**src/engine_seq_cfg.svh**
```systemverilog
// Purpose: offsets, field positions, reset values and timing for the engine sequencer
// Assumes: 40 MHz system clock, word-aligned register port
// Notes: a register's byte address is four times its index
`ifndef ENGINE_SEQ_CFG_SVH
`define ENGINE_SEQ_CFG_SVH
// ****************************************
// timing
// ****************************************
`define CLK_HZ 40000000
`define TICK_PERIOD_S 1
`define TICK_CYCLES (`TICK_PERIOD_S * `CLK_HZ)
`define SEC_PER_MIN 16'h003c
`define PCT_SCALE 24'h000064
// ****************************************
// register indices
// ****************************************
`define R_NOM1 4'h0
`define R_NOM2 4'h1
`define R_NOM3 4'h2
`define R_LIM 4'h3
`define R_SPD 4'h4
`define R_CHG 4'h5
`define R_START 4'h6
`define R_RUN 4'h7
`define R_STOP 4'h8
`define R_CUT 4'h9
`define R_STAT 4'ha
`define R_ALM 4'hb
`define N_CFG 10
// ****************************************
// field positions
// ****************************************
`define F_RPM 15:0
`define F_LW 7:0
`define F_LS 15:8
`define F_HW 23:16
`define F_HS 31:24
`define F_SPD_FAIL 3:0
`define F_OS 15:8
`define F_LOSS_EN 16
`define F_LOSS_ACT 18:17
`define F_LOSS_T 31:24
`define F_CHG_W 8:0
`define F_CHG_S 24:16
`define F_CHG_T 31:25
`define F_DLY_MIN 9:0
`define F_PREHEAT 14:10
`define F_CRANK 19:16
`define F_NSTART 22:20
`define F_WAIT 31:24
`define F_CHOKE 7:0
`define F_HEAT_T 15:8
`define F_HEAT_C 22:16
`define F_HEAT_M 23
`define F_COOL 9:0
`define F_STOP_T 22:16
// ****************************************
// reset values
// ****************************************
`define RST_NOM1 32'h000005dc
`define RST_NOM2 32'h00000708
`define RST_NOM3 32'h00000708
`define RST_LIM 32'h736e555a
`define RST_SPD 32'h00000a03
`define RST_CHG 32'h0228003c
`define RST_START 32'h0a360001
`define RST_RUN 32'h00000405
`define RST_STOP 32'h000a0078
`define RST_CUT 32'h000001f4
`define LOSS_SD 2'h0
`define LOSS_DUMP 2'h1
`endif

```
**src/engine_seq_pkg.sv**
```systemverilog
// Purpose: types shared by the engine sequencer and its bench
// Assumes: nothing beyond the cfg header
// Notes: all sequencer state lives in core_type
`default_nettype none
package engine_seq_pkg;
  // sequencer phases
  typedef enum logic [3:0] {
    S_IDLE, S_DELAY, S_PREHEAT, S_CRANK, S_WAIT, S_HEAT, S_LOADED, S_COOL, S_STOP
  } seq_state_type;
  // engine sensing; charge in tenths of a volt
  typedef struct packed {
    logic [15:0] rpm;
    logic sig_ok;
    logic [8:0] charge_dv;
    logic [7:0] coolant_c;
  } sense_type;
  // relay drives
  typedef struct packed {
    logic fuel;
    logic preheat;
    logic crank;
    logic choke;
    logic stop;
    logic load;
  } relay_type;
  // sticky alarm flags, bit 0 is stop_failure_warning
  typedef struct packed {
    logic lo_warn;
    logic lo_sd;
    logic hi_warn;
    logic hi_sd;
    logic sig_lost;
    logic sig_dump;
    logic chg_warn;
    logic chg_sd;
    logic start_fail;
    logic stop_failure_warning;
  } alarm_type;
  typedef struct packed {
    seq_state_type st;
    logic [31:0] div;
    logic [15:0] tmr;
    logic [7:0] chk;
    logic choke;
    logic [2:0] att;
    logic [3:0] spd_t;
    logic [7:0] loss_t;
    logic [6:0] chg_t;
    alarm_type alm;
    logic [9:0][31:0] regs;
    logic [31:0] rdata;
  } core_type;
endpackage : engine_seq_pkg
`default_nettype wire

```
**src/engine_seq.sv**
```systemverilog
// Purpose: engine start/stop sequencer with speed and charge supervision
// Assumes: inputs synchronous to ref_clk_in; speed in rpm, charge in 0.1 V
// Notes: one packed state struct, one comb fill, one register stage
// Functional notes
// - speed limits scale from nominal 1, 2 or 3 chosen by frequency select
// - on load: low warning below low warn, shutdown below low shutdown
// - on load: high warning above high warn, shutdown above high shutdown
// - speed fault only after out of limits for speed-fail time, 0..10 s
// - above high shutdown plus overshoot: immediate shutdown and stop
// - one enable bit decides whether speed signal loss is supervised
// - loss response: 0 shutdown, 1 load dump, 2 warning
// - loss declared only after absent for loss timer, up to 240 s
// - charge below warn limit warns, below shutdown limit stops engine
// - charge fault only after low for charge timer, default 1 s
// - after mains failure wait start delay minutes before fuel on
// - preheat held for preheat time after fuel on, before cranking
// - crank lasts at most crank time, ends early once running
// - pause wait time between crank attempts
// - load held off until heating done, by time or time plus coolant
// - after mains returns, run unloaded for cooldown time, then stop
// - stop output energized for stop-solenoid time when stopping
// - engine still running at end of stop period raises stop warning
// - choke asserted together with crank
// - choke released on choke delay expiry or engine running
// - engine running when speed reaches crank-cut speed; crank dropped
//
// The register addresses and the address-and-strobe port are this design's own decisions.
`default_nettype none
`include "engine_seq_cfg.svh"
module engine_seq
  import engine_seq_pkg::*;
#(
  parameter int unsigned TICK_CYCLES = `TICK_CYCLES
) (
  input wire logic ref_clk_in,
  input wire logic rst_b_in,
  input wire logic [7:0] addr_in,
  input wire logic [31:0] wdata_in,
  input wire logic wr_in,
  input wire logic rd_in,
  output logic [31:0] rdata_out,
  input wire logic mains_fail_in,
  input wire logic [1:0] freq_sel_in,
  input wire sense_type sense_in,
  output relay_type relay_out,
  output alarm_type alarm_out
);
  // ****************************************
  // state
  // ****************************************
  localparam logic [9:0][31:0] REG_RST = {
    `RST_CUT, `RST_STOP, `RST_RUN, `RST_START, `RST_CHG,
    `RST_SPD, `RST_LIM, `RST_NOM3, `RST_NOM2, `RST_NOM1
  };
  core_type r;
  core_type n;
  seq_state_type nst;
  logic tick;
  logic running;
  logic supervise;
  logic feeding;
  logic [15:0] ref_rpm;
  logic [23:0] spd100;
  logic lo_w, lo_s, hi_w, hi_s, os_hit;
  logic spd_due, loss_due, chg_due;
  logic lost, chg_lo, chg_low_sd;
  logic sd_ev, dump_ev, lock;
  logic [8:0] os_pct;
  logic [15:0] dly_lim;
  logic [3:0] idx;
  logic hit;
  alarm_type set;
  // events raised by the sequencer itself; kept apart from set so each has one driver
  logic start_fail_ev;
  logic stop_warn_ev;

  // ****************************************
  // configuration views
  // ****************************************
  // selected nominal speed
  always_comb begin
    unique case (freq_sel_in)
      2'h1: ref_rpm = r.regs[`R_NOM2][`F_RPM];
      2'h2: ref_rpm = r.regs[`R_NOM3][`F_RPM];
      default: ref_rpm = r.regs[`R_NOM1][`F_RPM];
    endcase
  end

  // limits are percent of nominal; cross-multiplied to avoid a divider
  assign spd100 = 24'(sense_in.rpm) * `PCT_SCALE;
  assign os_pct = 9'(r.regs[`R_LIM][`F_HS]) + 9'(r.regs[`R_SPD][`F_OS]);
  assign lo_w = spd100 < 24'(ref_rpm) * 24'(r.regs[`R_LIM][`F_LW]);
  assign lo_s = spd100 < 24'(ref_rpm) * 24'(r.regs[`R_LIM][`F_LS]);
  assign hi_w = spd100 > 24'(ref_rpm) * 24'(r.regs[`R_LIM][`F_HW]);
  assign hi_s = spd100 > 24'(ref_rpm) * 24'(r.regs[`R_LIM][`F_HS]);
  assign os_hit = 25'(spd100) > 25'(ref_rpm) * 25'(os_pct);

  // engine running once crank-cut speed reached
  assign running = sense_in.rpm >= r.regs[`R_CUT][`F_RPM];
  assign feeding = r.st == S_LOADED;
  assign supervise = r.st inside {S_HEAT, S_LOADED, S_COOL};
  assign tick = r.div == 32'(TICK_CYCLES - 1);

  // fault conditions qualified by their own timers
  assign lost = supervise && r.regs[`R_SPD][`F_LOSS_EN] && !sense_in.sig_ok;
  assign chg_lo = supervise && sense_in.charge_dv < r.regs[`R_CHG][`F_CHG_W];
  assign chg_low_sd = sense_in.charge_dv < r.regs[`R_CHG][`F_CHG_S];
  assign spd_due = feeding && (lo_w || hi_w) &&
    r.spd_t >= r.regs[`R_SPD][`F_SPD_FAIL];
  assign loss_due = lost && r.loss_t >= r.regs[`R_SPD][`F_LOSS_T];
  assign chg_due = chg_lo && r.chg_t >= r.regs[`R_CHG][`F_CHG_T];

  // alarm events this cycle
  always_comb begin
    set = '0;
    set.lo_warn = spd_due && lo_w;
    set.lo_sd = spd_due && lo_s;
    set.hi_warn = spd_due && hi_w;
    set.hi_sd = (spd_due && hi_s) || (feeding && os_hit);
    set.sig_lost = loss_due;
    set.sig_dump = loss_due && r.regs[`R_SPD][`F_LOSS_ACT] == `LOSS_DUMP;
    set.chg_warn = chg_due;
    set.chg_sd = chg_due && chg_low_sd;
  end
  assign sd_ev = set.lo_sd || set.hi_sd || set.chg_sd ||
    (loss_due && r.regs[`R_SPD][`F_LOSS_ACT] == `LOSS_SD);
  assign dump_ev = set.sig_dump;
  // a pending shutdown or start failure blocks a new start until cleared
  assign lock = r.alm.lo_sd || r.alm.hi_sd || r.alm.chg_sd ||
    r.alm.start_fail || (r.alm.sig_lost && !r.alm.sig_dump &&
    r.regs[`R_SPD][`F_LOSS_ACT] == `LOSS_SD);
  assign dly_lim = 16'(r.regs[`R_START][`F_DLY_MIN]) * `SEC_PER_MIN;

  // ****************************************
  // next state
  // ****************************************
  always_comb begin
    n = r;
    nst = r.st;
    idx = addr_in[5:2];
    hit = addr_in[1:0] == 2'h0 && addr_in[7:6] == 2'h0;
    n.rdata = 32'h00000000;
    start_fail_ev = 1'b0;
    stop_warn_ev = 1'b0;
    // one-second tick divider
    n.div = tick ? 32'h00000000 : r.div + 32'h00000001;
    if (tick && r.tmr != 16'hffff) begin
      n.tmr = r.tmr + 16'h0001;
    end
    // supervision timers restart as soon as the condition clears
    if (!(feeding && (lo_w || hi_w))) begin
      n.spd_t = 4'h0;
    end else if (tick && r.spd_t != 4'hf) begin
      n.spd_t = r.spd_t + 4'h1;
    end
    if (!lost) begin
      n.loss_t = 8'h00;
    end else if (tick && r.loss_t != 8'hff) begin
      n.loss_t = r.loss_t + 8'h01;
    end
    if (!chg_lo) begin
      n.chg_t = 7'h00;
    end else if (tick && r.chg_t != 7'h7f) begin
      n.chg_t = r.chg_t + 7'h01;
    end
    // choke runs its own delay from crank start
    if (r.choke) begin
      if (tick) begin
        n.chk = r.chk + 8'h01;
      end
      if (running || r.chk >= r.regs[`R_RUN][`F_CHOKE] ||
          !(r.st inside {S_CRANK, S_WAIT})) begin
        n.choke = 1'b0;
      end
    end
    // sequencer
    unique case (r.st)
      S_IDLE: begin
        if (mains_fail_in && !lock) begin
          nst = S_DELAY;
        end
      end
      S_DELAY: begin
        if (!mains_fail_in) begin
          nst = S_IDLE; // short outage never starts the engine
        end else if (r.tmr >= dly_lim) begin
          nst = S_PREHEAT;
          n.att = 3'h0;
        end
      end
      S_PREHEAT: begin
        if (!mains_fail_in) begin
          nst = S_STOP;
        end else if (r.tmr >= 16'(r.regs[`R_START][`F_PREHEAT])) begin
          nst = S_CRANK;
        end
      end
      S_CRANK: begin
        if (running) begin
          nst = S_HEAT;
        end else if (!mains_fail_in) begin
          nst = S_STOP;
        end else if (r.tmr >= 16'(r.regs[`R_START][`F_CRANK])) begin
          if (r.att >= r.regs[`R_START][`F_NSTART]) begin
            nst = S_STOP;
            start_fail_ev = 1'b1;
          end else begin
            nst = S_WAIT;
          end
        end
      end
      S_WAIT: begin
        if (!mains_fail_in) begin
          nst = S_STOP;
        end else if (r.tmr >= 16'(r.regs[`R_START][`F_WAIT])) begin
          nst = S_CRANK;
        end
      end
      S_HEAT: begin
        if (!mains_fail_in) begin
          nst = S_COOL;
        end else if (r.tmr >= 16'(r.regs[`R_RUN][`F_HEAT_T]) &&
            (!r.regs[`R_RUN][`F_HEAT_M] ||
            sense_in.coolant_c >= 8'(r.regs[`R_RUN][`F_HEAT_C]))) begin
          nst = S_LOADED;
        end
      end
      S_LOADED: begin
        if (!mains_fail_in) begin
          nst = S_COOL;
        end
      end
      S_COOL: begin
        if (mains_fail_in && !dump_ev && !r.alm.sig_dump) begin
          nst = S_LOADED;
        end else if (r.tmr >= 16'(r.regs[`R_STOP][`F_COOL])) begin
          nst = S_STOP;
        end
      end
      S_STOP: begin
        if (r.tmr >= 16'(r.regs[`R_STOP][`F_STOP_T])) begin
          nst = S_IDLE;
          stop_warn_ev = running;
        end
      end
    endcase
    // alarms override the normal sequence
    if (sd_ev && supervise) begin
      nst = S_STOP;
    end else if (dump_ev && r.st inside {S_HEAT, S_LOADED}) begin
      nst = S_COOL;
    end
    // every crank entry counts an attempt and starts the choke
    if (nst == S_CRANK && r.st != S_CRANK) begin
      n.att = r.att + 3'h1;
      n.choke = 1'b1;
      n.chk = 8'h00;
    end
    if (nst != r.st) begin
      n.tmr = 16'h0000;
    end
    n.st = nst;
    // register port: writes, then sticky flags with set winning
    if (wr_in && hit && idx < 4'(`N_CFG)) begin
      n.regs[idx] = wdata_in;
    end
    n.alm = r.alm;
    if (wr_in && hit && idx == `R_ALM) begin
      n.alm = r.alm & ~alarm_type'(wdata_in[9:0]);
    end
    n.alm = n.alm | set;
    n.alm.start_fail = n.alm.start_fail | start_fail_ev;
    n.alm.stop_failure_warning = n.alm.stop_failure_warning | stop_warn_ev;
    if (rd_in && hit) begin
      if (idx < 4'(`N_CFG)) begin
        n.rdata = r.regs[idx];
      end else if (idx == `R_STAT) begin
        n.rdata = {20'h00000, lock, running, r.choke, r.att, 2'h0, r.st};
      end else if (idx == `R_ALM) begin
        n.rdata = {22'h000000, r.alm};
      end
    end
  end

  // ****************************************
  // register stage
  // ****************************************
  always_ff @(posedge ref_clk_in or negedge rst_b_in) begin
    if (!rst_b_in) begin
      r <= '{st: S_IDLE, regs: REG_RST, default: '0};
    end else begin
      r <= n;
    end
  end

  // relays decode the registered phase; choke follows its own registered flag
  assign relay_out.fuel = r.st inside {S_PREHEAT, S_CRANK, S_WAIT, S_HEAT, S_LOADED, S_COOL};
  assign relay_out.preheat = r.st == S_PREHEAT;
  assign relay_out.crank = r.st == S_CRANK;
  assign relay_out.choke = r.choke;
  assign relay_out.stop = r.st == S_STOP;
  assign relay_out.load = r.st == S_LOADED;
  assign alarm_out = r.alm;
  assign rdata_out = r.rdata;
endmodule : engine_seq
`default_nettype wire

```
**config.mk**
```make
export PLATFORM = sky130hd
export DESIGN_NAME = engine_seq
export DESIGN_NICKNAME = d
export VERILOG_FILES = /design/src/engine_seq_pkg.sv /design/src/engine_seq.sv
export VERILOG_INCLUDE_DIRS = /design/src
export SDC_FILE = /design/constraint.sdc
export NUM_CORES = 2
export LEC_CHECK = 0
export BUFFER_PORTS_ARGS = -buffer_cell sky130_fd_sc_hd__buf_2
export CAP_MARGIN = 0
export CORE_ASPECT_RATIO = 0.6
export CORE_MARGIN = 1
export CORE_UTILIZATION = 40
export DETAILED_ROUTE_END_ITERATION = 7
export PLACE_DENSITY = 0.53
export SYNTH_ARGS = -nofsm -noshare
export SYNTH_HDL_FRONTEND = slang
export SYNTH_SLANG_ARGS = --single-unit
```
**constraint.sdc**
```tcl
create_clock -name ref_clk_in -period 16 [get_ports ref_clk_in]
set_clock_uncertainty 0.1 [all_clocks]
set_input_delay 0.8 -clock ref_clk_in [delete_from_list [all_inputs] [get_ports ref_clk_in]]
set_output_delay 0.8 -clock ref_clk_in [all_outputs]
set_load 0.02 [all_outputs]
```
; ---- Word-level counts from Yosys, hierarchy flattened
; Index checks and enable logic that the tools add are counted.
; W data, S select, Z words.
[op_classes]
n_addsub = 8
multipliers = 7
order_cmp = 24
n_eq_ne = 24
n_mux = 54
n_bitwise = 5
n_reduce_logical = 68
[ops]
columns = operator, n
row1 = $bwmux W320, 1
row2 = $mux W32, 5
row3 = $bmux W32 S4, 1
row4 = $demux W32 S4, 1
row5 = $mul A16 B8 Y24, 4
row6 = $mux W4, 21
row7 = $gt A23 B24 Y1, 2
row8 = $lt A23 B24 Y1, 2
row9 = $pmux W4 S9, 1
row10 = $logic_and A1 B1 Y1, 34
row11 = $add A32 B1 Y32 const B, 1
row12 = $eq A32 B26 Y1 const B, 1
row13 = $ge A16 B16 Y1, 2
row14 = $ge A16 B8 Y1, 2
row15 = $mux W16, 2
row16 = $pmux W16 S2, 1
row17 = $gt A23 B25 Y1, 1
row18 = $mul A16 B9 Y25, 1
row19 = $mux W12, 2
row20 = $mux W8, 3
row21 = $mul A16 B5 Y21 const B, 1
row22 = $mux W10, 2
row23 = $lt A9 B9 Y1, 2
row24 = $add A16 B1 Y16 const B, 1
row25 = 48 further kinds, 96
[word_totals]
regBits = 445
input_bits = 81
out_inout_bits = 48
wordCells = 220

; ---- Logic depth before layout (Yosys ltp)
[logic_depth]
depth_word = 18
mapped_depth = 40
depth_no_buf = 39

; ---- Worst setup path before layout
; Ideal clock, no wire load.
[synth_timing]
path_type = input to register
from = input port freq_sel_in[0]
to = register r[397] (netlist name)
setup_ps = 129
arrival_ps = 8708
required_ps = 15771
setup_slack_ps = 7063
stages = 35
n_path_buf = 4
path_cell_list = inv_1 ha_1 clkbuf_1 clkbuf_1 a22oi_1 o21ai_1 clkbuf_1 nand2_1 fa_1 fa_1 inv_1 fa_1 inv_1 fa_1 inv_1 ha_1 o21ai_0 a21oi_1 a41o_1 o21a_1 a221o_1 o41ai_1 xor2_1 ha_1 nand4_1 or2_2 nor3_1 o21ai_0 a21oi_1 nor3_1 a211oi_1 o221ai_1 a31oi_1 buf_2 nor3_2
[synth_between]
elab_chain_cells = 16
elab_cells_between_ends = 28
cone_classes = mul (5) / order compare (5) / eq/ne (3) / mux (3) / reduce/logical (12)
[synth_rtl]
columns = element, line_no
row1 = start: declaration, engine_seq.sv:43  ; input wire logic [1:0] freq_sel_in,
row2 = $eq A2 B2 Y1 / $eq A2 B1 Y1 (equally long branches), engine_seq.sv:82  ; unique case (freq_sel_in)
row3 = $pmux W16 S2 *, engine_seq.sv:82
row4 = "$mul A16 B8 Y24, on equally long branches", "engine_seq.sv:92, engine_seq.sv:94"
row5 = $lt A23 B24 Y1 / $gt A23 B24 Y1 (equally long branches), "engine_seq.sv:92, engine_seq.sv:94"
row6 = $logic_or A1 B1 Y1, engine_seq.sv:108  ; assign spd_due = feeding && (lo_w || hi_w) &&
row7 = $logic_and A1 B1 Y1 (2 in a row), engine_seq.sv:108
row8 = $logic_and A1 B1 Y1, engine_seq.sv:119  ; set.hi_sd = (spd_due && hi_s) || (feeding && os_hit);
row9 = $logic_or A1 B1 Y1, engine_seq.sv:119
row10 = $logic_or A1 B1 Y1 * (3 in a row), engine_seq.sv:125  ; assign sd_ev = set.lo_sd || set.hi_sd || set.chg_sd ||
row11 = $logic_and A1 B1 Y1 *, engine_seq.sv:248  ; if (sd_ev && supervise) begin
row12 = $mux W4 *, engine_seq.sv:248
row13 = $ne A4 B4 Y1 *, engine_seq.sv:259  ; if (nst != r.st) begin
row14 = $mux W16 / $reduce_bool A2 Y1 (equally long branches), --
row15 = end signal: assignment, engine_seq.sv:292  ; r <= n;
row16 = end: declaration, engine_seq.sv:55  ; core_type r;
; Every way passes the cells marked *; elsewhere a longest branch is shown, timed or not.
; A chain may end at the register's enable or synchronous reset.

; ---- Worst setup path after layout
[layout_timing]
from = register r[153] (netlist name)
to = register r[408] (netlist name)
[layout_between]
elab_chain_cells = 12
elab_cells_between_ends = 16
cone_classes = add/sub (1) / mul (2) / order compare (2) / eq/ne (1) / mux (2) / reduce/logical (8)
[layout_rtl]
columns = element, line_no
row1 = $add A8 B8 Y9, engine_seq.sv:91  ; assign os_pct = 9'(r.regs[`R_LIM][`F_HS]) + 9'(r.regs[`R_SPD][`F_OS]);
row2 = $mul A16 B9 Y25, engine_seq.sv:96  ; assign os_hit = 25'(spd100) > 25'(ref_rpm) * 25'(os_pct);
row3 = $gt A23 B25 Y1, engine_seq.sv:96
row4 = $logic_and A1 B1 Y1, engine_seq.sv:119
row5 = $logic_or A1 B1 Y1 *, engine_seq.sv:119
row6 = $logic_or A1 B1 Y1 * (3 in a row), engine_seq.sv:125
row7 = $logic_and A1 B1 Y1 *, engine_seq.sv:248
row8 = $mux W4 *, engine_seq.sv:248
row9 = $ne A4 B4 Y1 *, engine_seq.sv:259
row10 = $mux W16 / $reduce_bool A2 Y1 (equally long branches), --
; Marks and branches as above.

==> results.cfg <==
[power]
powerDensity_nw_per_um2 = 65.75
vdd_drop_max_mv = 0.07527
power_leakage_nw = 26.63

[worst_setup_path]
crit_type = flop to flop
crit_family = compound AO/OA/AOI/OAI gates
rrSetupSlack_ns = 4.97
cp_max_fo = 16
cp-end-kind = flop
crit_path_max_incr_delay_ns = 0.92
critPathLaunch = r[153]$_DFFE_PN1P_
rr_startpoint = r[153]$_DFFE_PN1P_
start_kind = flop
path_buf_inv = 2
cp_slowest_cell = xor2_1
reg2reg_depth = 36
worstPathRequired_ns = 16.31
arrival_ns = 11.34
crit_path_frequent_cell = a21oi_1
r2r-end = r[408]$_DFFE_PN0P_

[routing]
first_pass_iters = 6
detail_route.wl_per_cell_microns = 23.46
antenna_left = 0
vias = 36120
drtIter0Drc = 3087
drc = 0
vias_per_cell = 5.446
wl_microns = 155600

[timing]
post-route-min-period_ns = 11.03
holdWs_ns = 0.1949
tightestPinTransition_ns = 1.252
rsz0062_at_grt = no
fmax_mhz = 90.65
fin_crit_sh_pct = 68.95
hold_viol = 0
fin_setup_tns_ns = 0
setup_viol_count_final = 0
slew_viol_final = 0
max_slew_margin_pct = 16.14

[place]
place.gp.congestion = 0.9116
port_buffers = 128
dp_cells = 6561
placed_area_sq_um = 51400
hpwl_microns = 118100

[global_routing]
overflow = 0
track_usage_pct = 25.29
grt_max_degree = 105
grt_pass1_vias = 35670
grt_pass1_wl_microns = 234300
antenna_found_initial = 9

[synthesis]
ys_ff_latch = 445
syn-num-nets = 6090
yosys_warnings = 0
ys_seq_area_share_pct = 22.85
synthArstFlopShare_pct = 100.0
avgSynthCellArea_sq_um = 9.807
synth_edf_count = 0
synth_cell_types = 79
synthFlopType = dfrtp_1
netlist_area_sq_um = 49090
syn_inst = 5006

[clock_tree]
clk_latency_ns = 0.57
cts-buffers-inserted = 38
path_clk_slew_ns = 0.07
cts_buffer_depth = 3
postCtsHoldBufs = 0
clock-sinks = 445
cts_tree = built
postCtsSetupBuffers = 0
cts_resized = 0
cts-root-buf = clkbuf_16
h-tree-depth = 2

[outcome]
outcome = complete, no violations

[layout]
drive_gt1_share_pct = 15.94
final_nets = 6069
design_area_sq_um = 52790
utilization_pct = 43.40
area_growth_syn_to_layout_pct = 7.521
fin_cells = 6632

[floorplan]
dieHeight_microns = 273.4
start_util_pct = 40.36
die-area_sq_um = 124200
num_rows = 99
die_w_microns = 454.3
fp.coreArea_sq_um = 121600
io-pin-count = 129

[hold_path]
holdCritPathClass = input pin to async pin

[run]
maxCapViolCount = 0
-- per-stage QoR --
| stage | setup slack [ns] | total power, mW |
|---|---|---|
| 2_1_floorplan | 7.063 | 1.887 |
| 3_3_place_gp | 5.253 | 2.386 |
| 3_5_place_dp | 5.030 | 2.398 |
| 4_1_cts | 5.145 | 3.466 |
| 5_1_grt | 4.321 | 3.664 |
| 6_report | 4.968 | 3.471 |
-- synth_stat cells, types with 94 or more instances --
cell / count / area (sq um)
mux2_2: 321 / 3615
nand2_1: 390 / 1464
a21o_1: 102 / 765.7
inv_1: 753 / 2826
xnor2_1: 94 / 823.3
and2_1: 279 / 1745
a21oi_1: 186 / 930.9
nor2_1: 260 / 975.9
ha_1: 539 / 6744
fa_1: 464 / 9289
clkbuf_1: 153 / 574.3
dfrtp_1: 379 / 9484
-- power by group --
part | leakage, nW | internal [mW] | switching (mW) | total [mW]
clock | 0.678 | 0.606 | 0.461 | 1.07
combinational | 20.1 | 0.410 | 0.753 | 1.16
sequential | 5.86 | 1.17 | 0.0667 | 1.24
total | 26.6 | 2.19 | 1.28 | 3.47
-- registers in the layout, indices dropped and copies added (netlist names) --
name and count:
r 402, rdata_out 32, alarm_out 10, relay_out 1
-- cells by family after synthesis --
group / after synthesis / share of synthesized area (%)
adders and majority gates: 1003 / 32.66
muxes: 433 / 11.48
and+or+nand+nor: 1311 / 13.38
buffers and inverters: 1014 / 8.122
xor gates and xnor gates: 185 / 3.300
DFF: 445 / 22.85
AOI/OAI and AO/OA: 615 / 8.212
-- final cells by class --
cell class | count | area [sq um]
Inverter | 753 | 2826
Tap cell | 1616 | 2022
Sequential cell | 445 | 11220
Clock inverter | 13 | 247.7
Clock buffer | 56 | 1130
Antenna cell | 2 | 5.005
Multi-Input combinational cell | 3547 | 34140
Fill cell | 11910 | 68850
Timing Repair Buffer | 200 | 1196
-- metal layers --
| layer | wire (microns) | vias up | global-route usage, % |
|---|---|---|---|
| met3 | 17700 | 109 | 9.125 |
| met4 | 1527 | 0 | 2.525 |
| met5 | 0 | - | 0 |
| li1 | - | 16460 | - |
| met1 | 78250 | 18290 | 40.49 |
| met2 | 58110 | 1262 | 32.43 |
-- worst register-to-register path: cells and delay by family, from the launching register on --
family / cells / cell delay [ns]
AO/OA/AOI/OAI: 18 / 4.31
adder cells (fa/ha/maj): 7 / 3.06
AND/OR/NAND/NOR: 7 / 1.44
XOR/XNOR: 2 / 1.05
flip-flops: 1 / 0.80
buffers and inverters: 2 / 0.09
-- worst max-delay path by stage --
stage                                     to  cells past startpoint  slack, ns
after floorplan           r[397]$_DFFE_PN0P_                     35       7.06
after global placement    r[408]$_DFFE_PN0P_                     33       5.25
after detailed placement  r[396]$_DFFE_PN0P_                     33       5.03
after CTS                 r[408]$_DFFE_PN0P_                     36       5.14
after global routing      r[394]$_DFFE_PN0P_                     36       4.32
final                     r[408]$_DFFE_PN0P_                     36       4.97
-- placed cells by master (no fill, tap or decap), types with 19 or more instances in the layout --
cell       synthesis  routed
xor2_1            91      89
nand3_1           63      60
o21bai_1          19      19
nor2_1           260     260
o21a_1            39      39
clkbuf_16          0      39
buf_2              1     125
inv_1            753     753
a21oi_1          186     186
a21o_1           102     102
nand2_1          390     383
mux4_2            72      72
ha_1             539     538
dfstp_2           66      66
and2_1           279     279
dfrtp_1          379     379
nand4_1           42      42
nor3_1            43      40
mux2i_1           40      40
o21ai_0           88      84
and3_1            57      57
fa_1             464     464
nor2b_1           36      36
a221oi_1          28      28
xnor2_1           94      82
nand2b_1          60      60
mux2_2           321     321
buf_4             46      74
(Power assumes the default switching activity.)
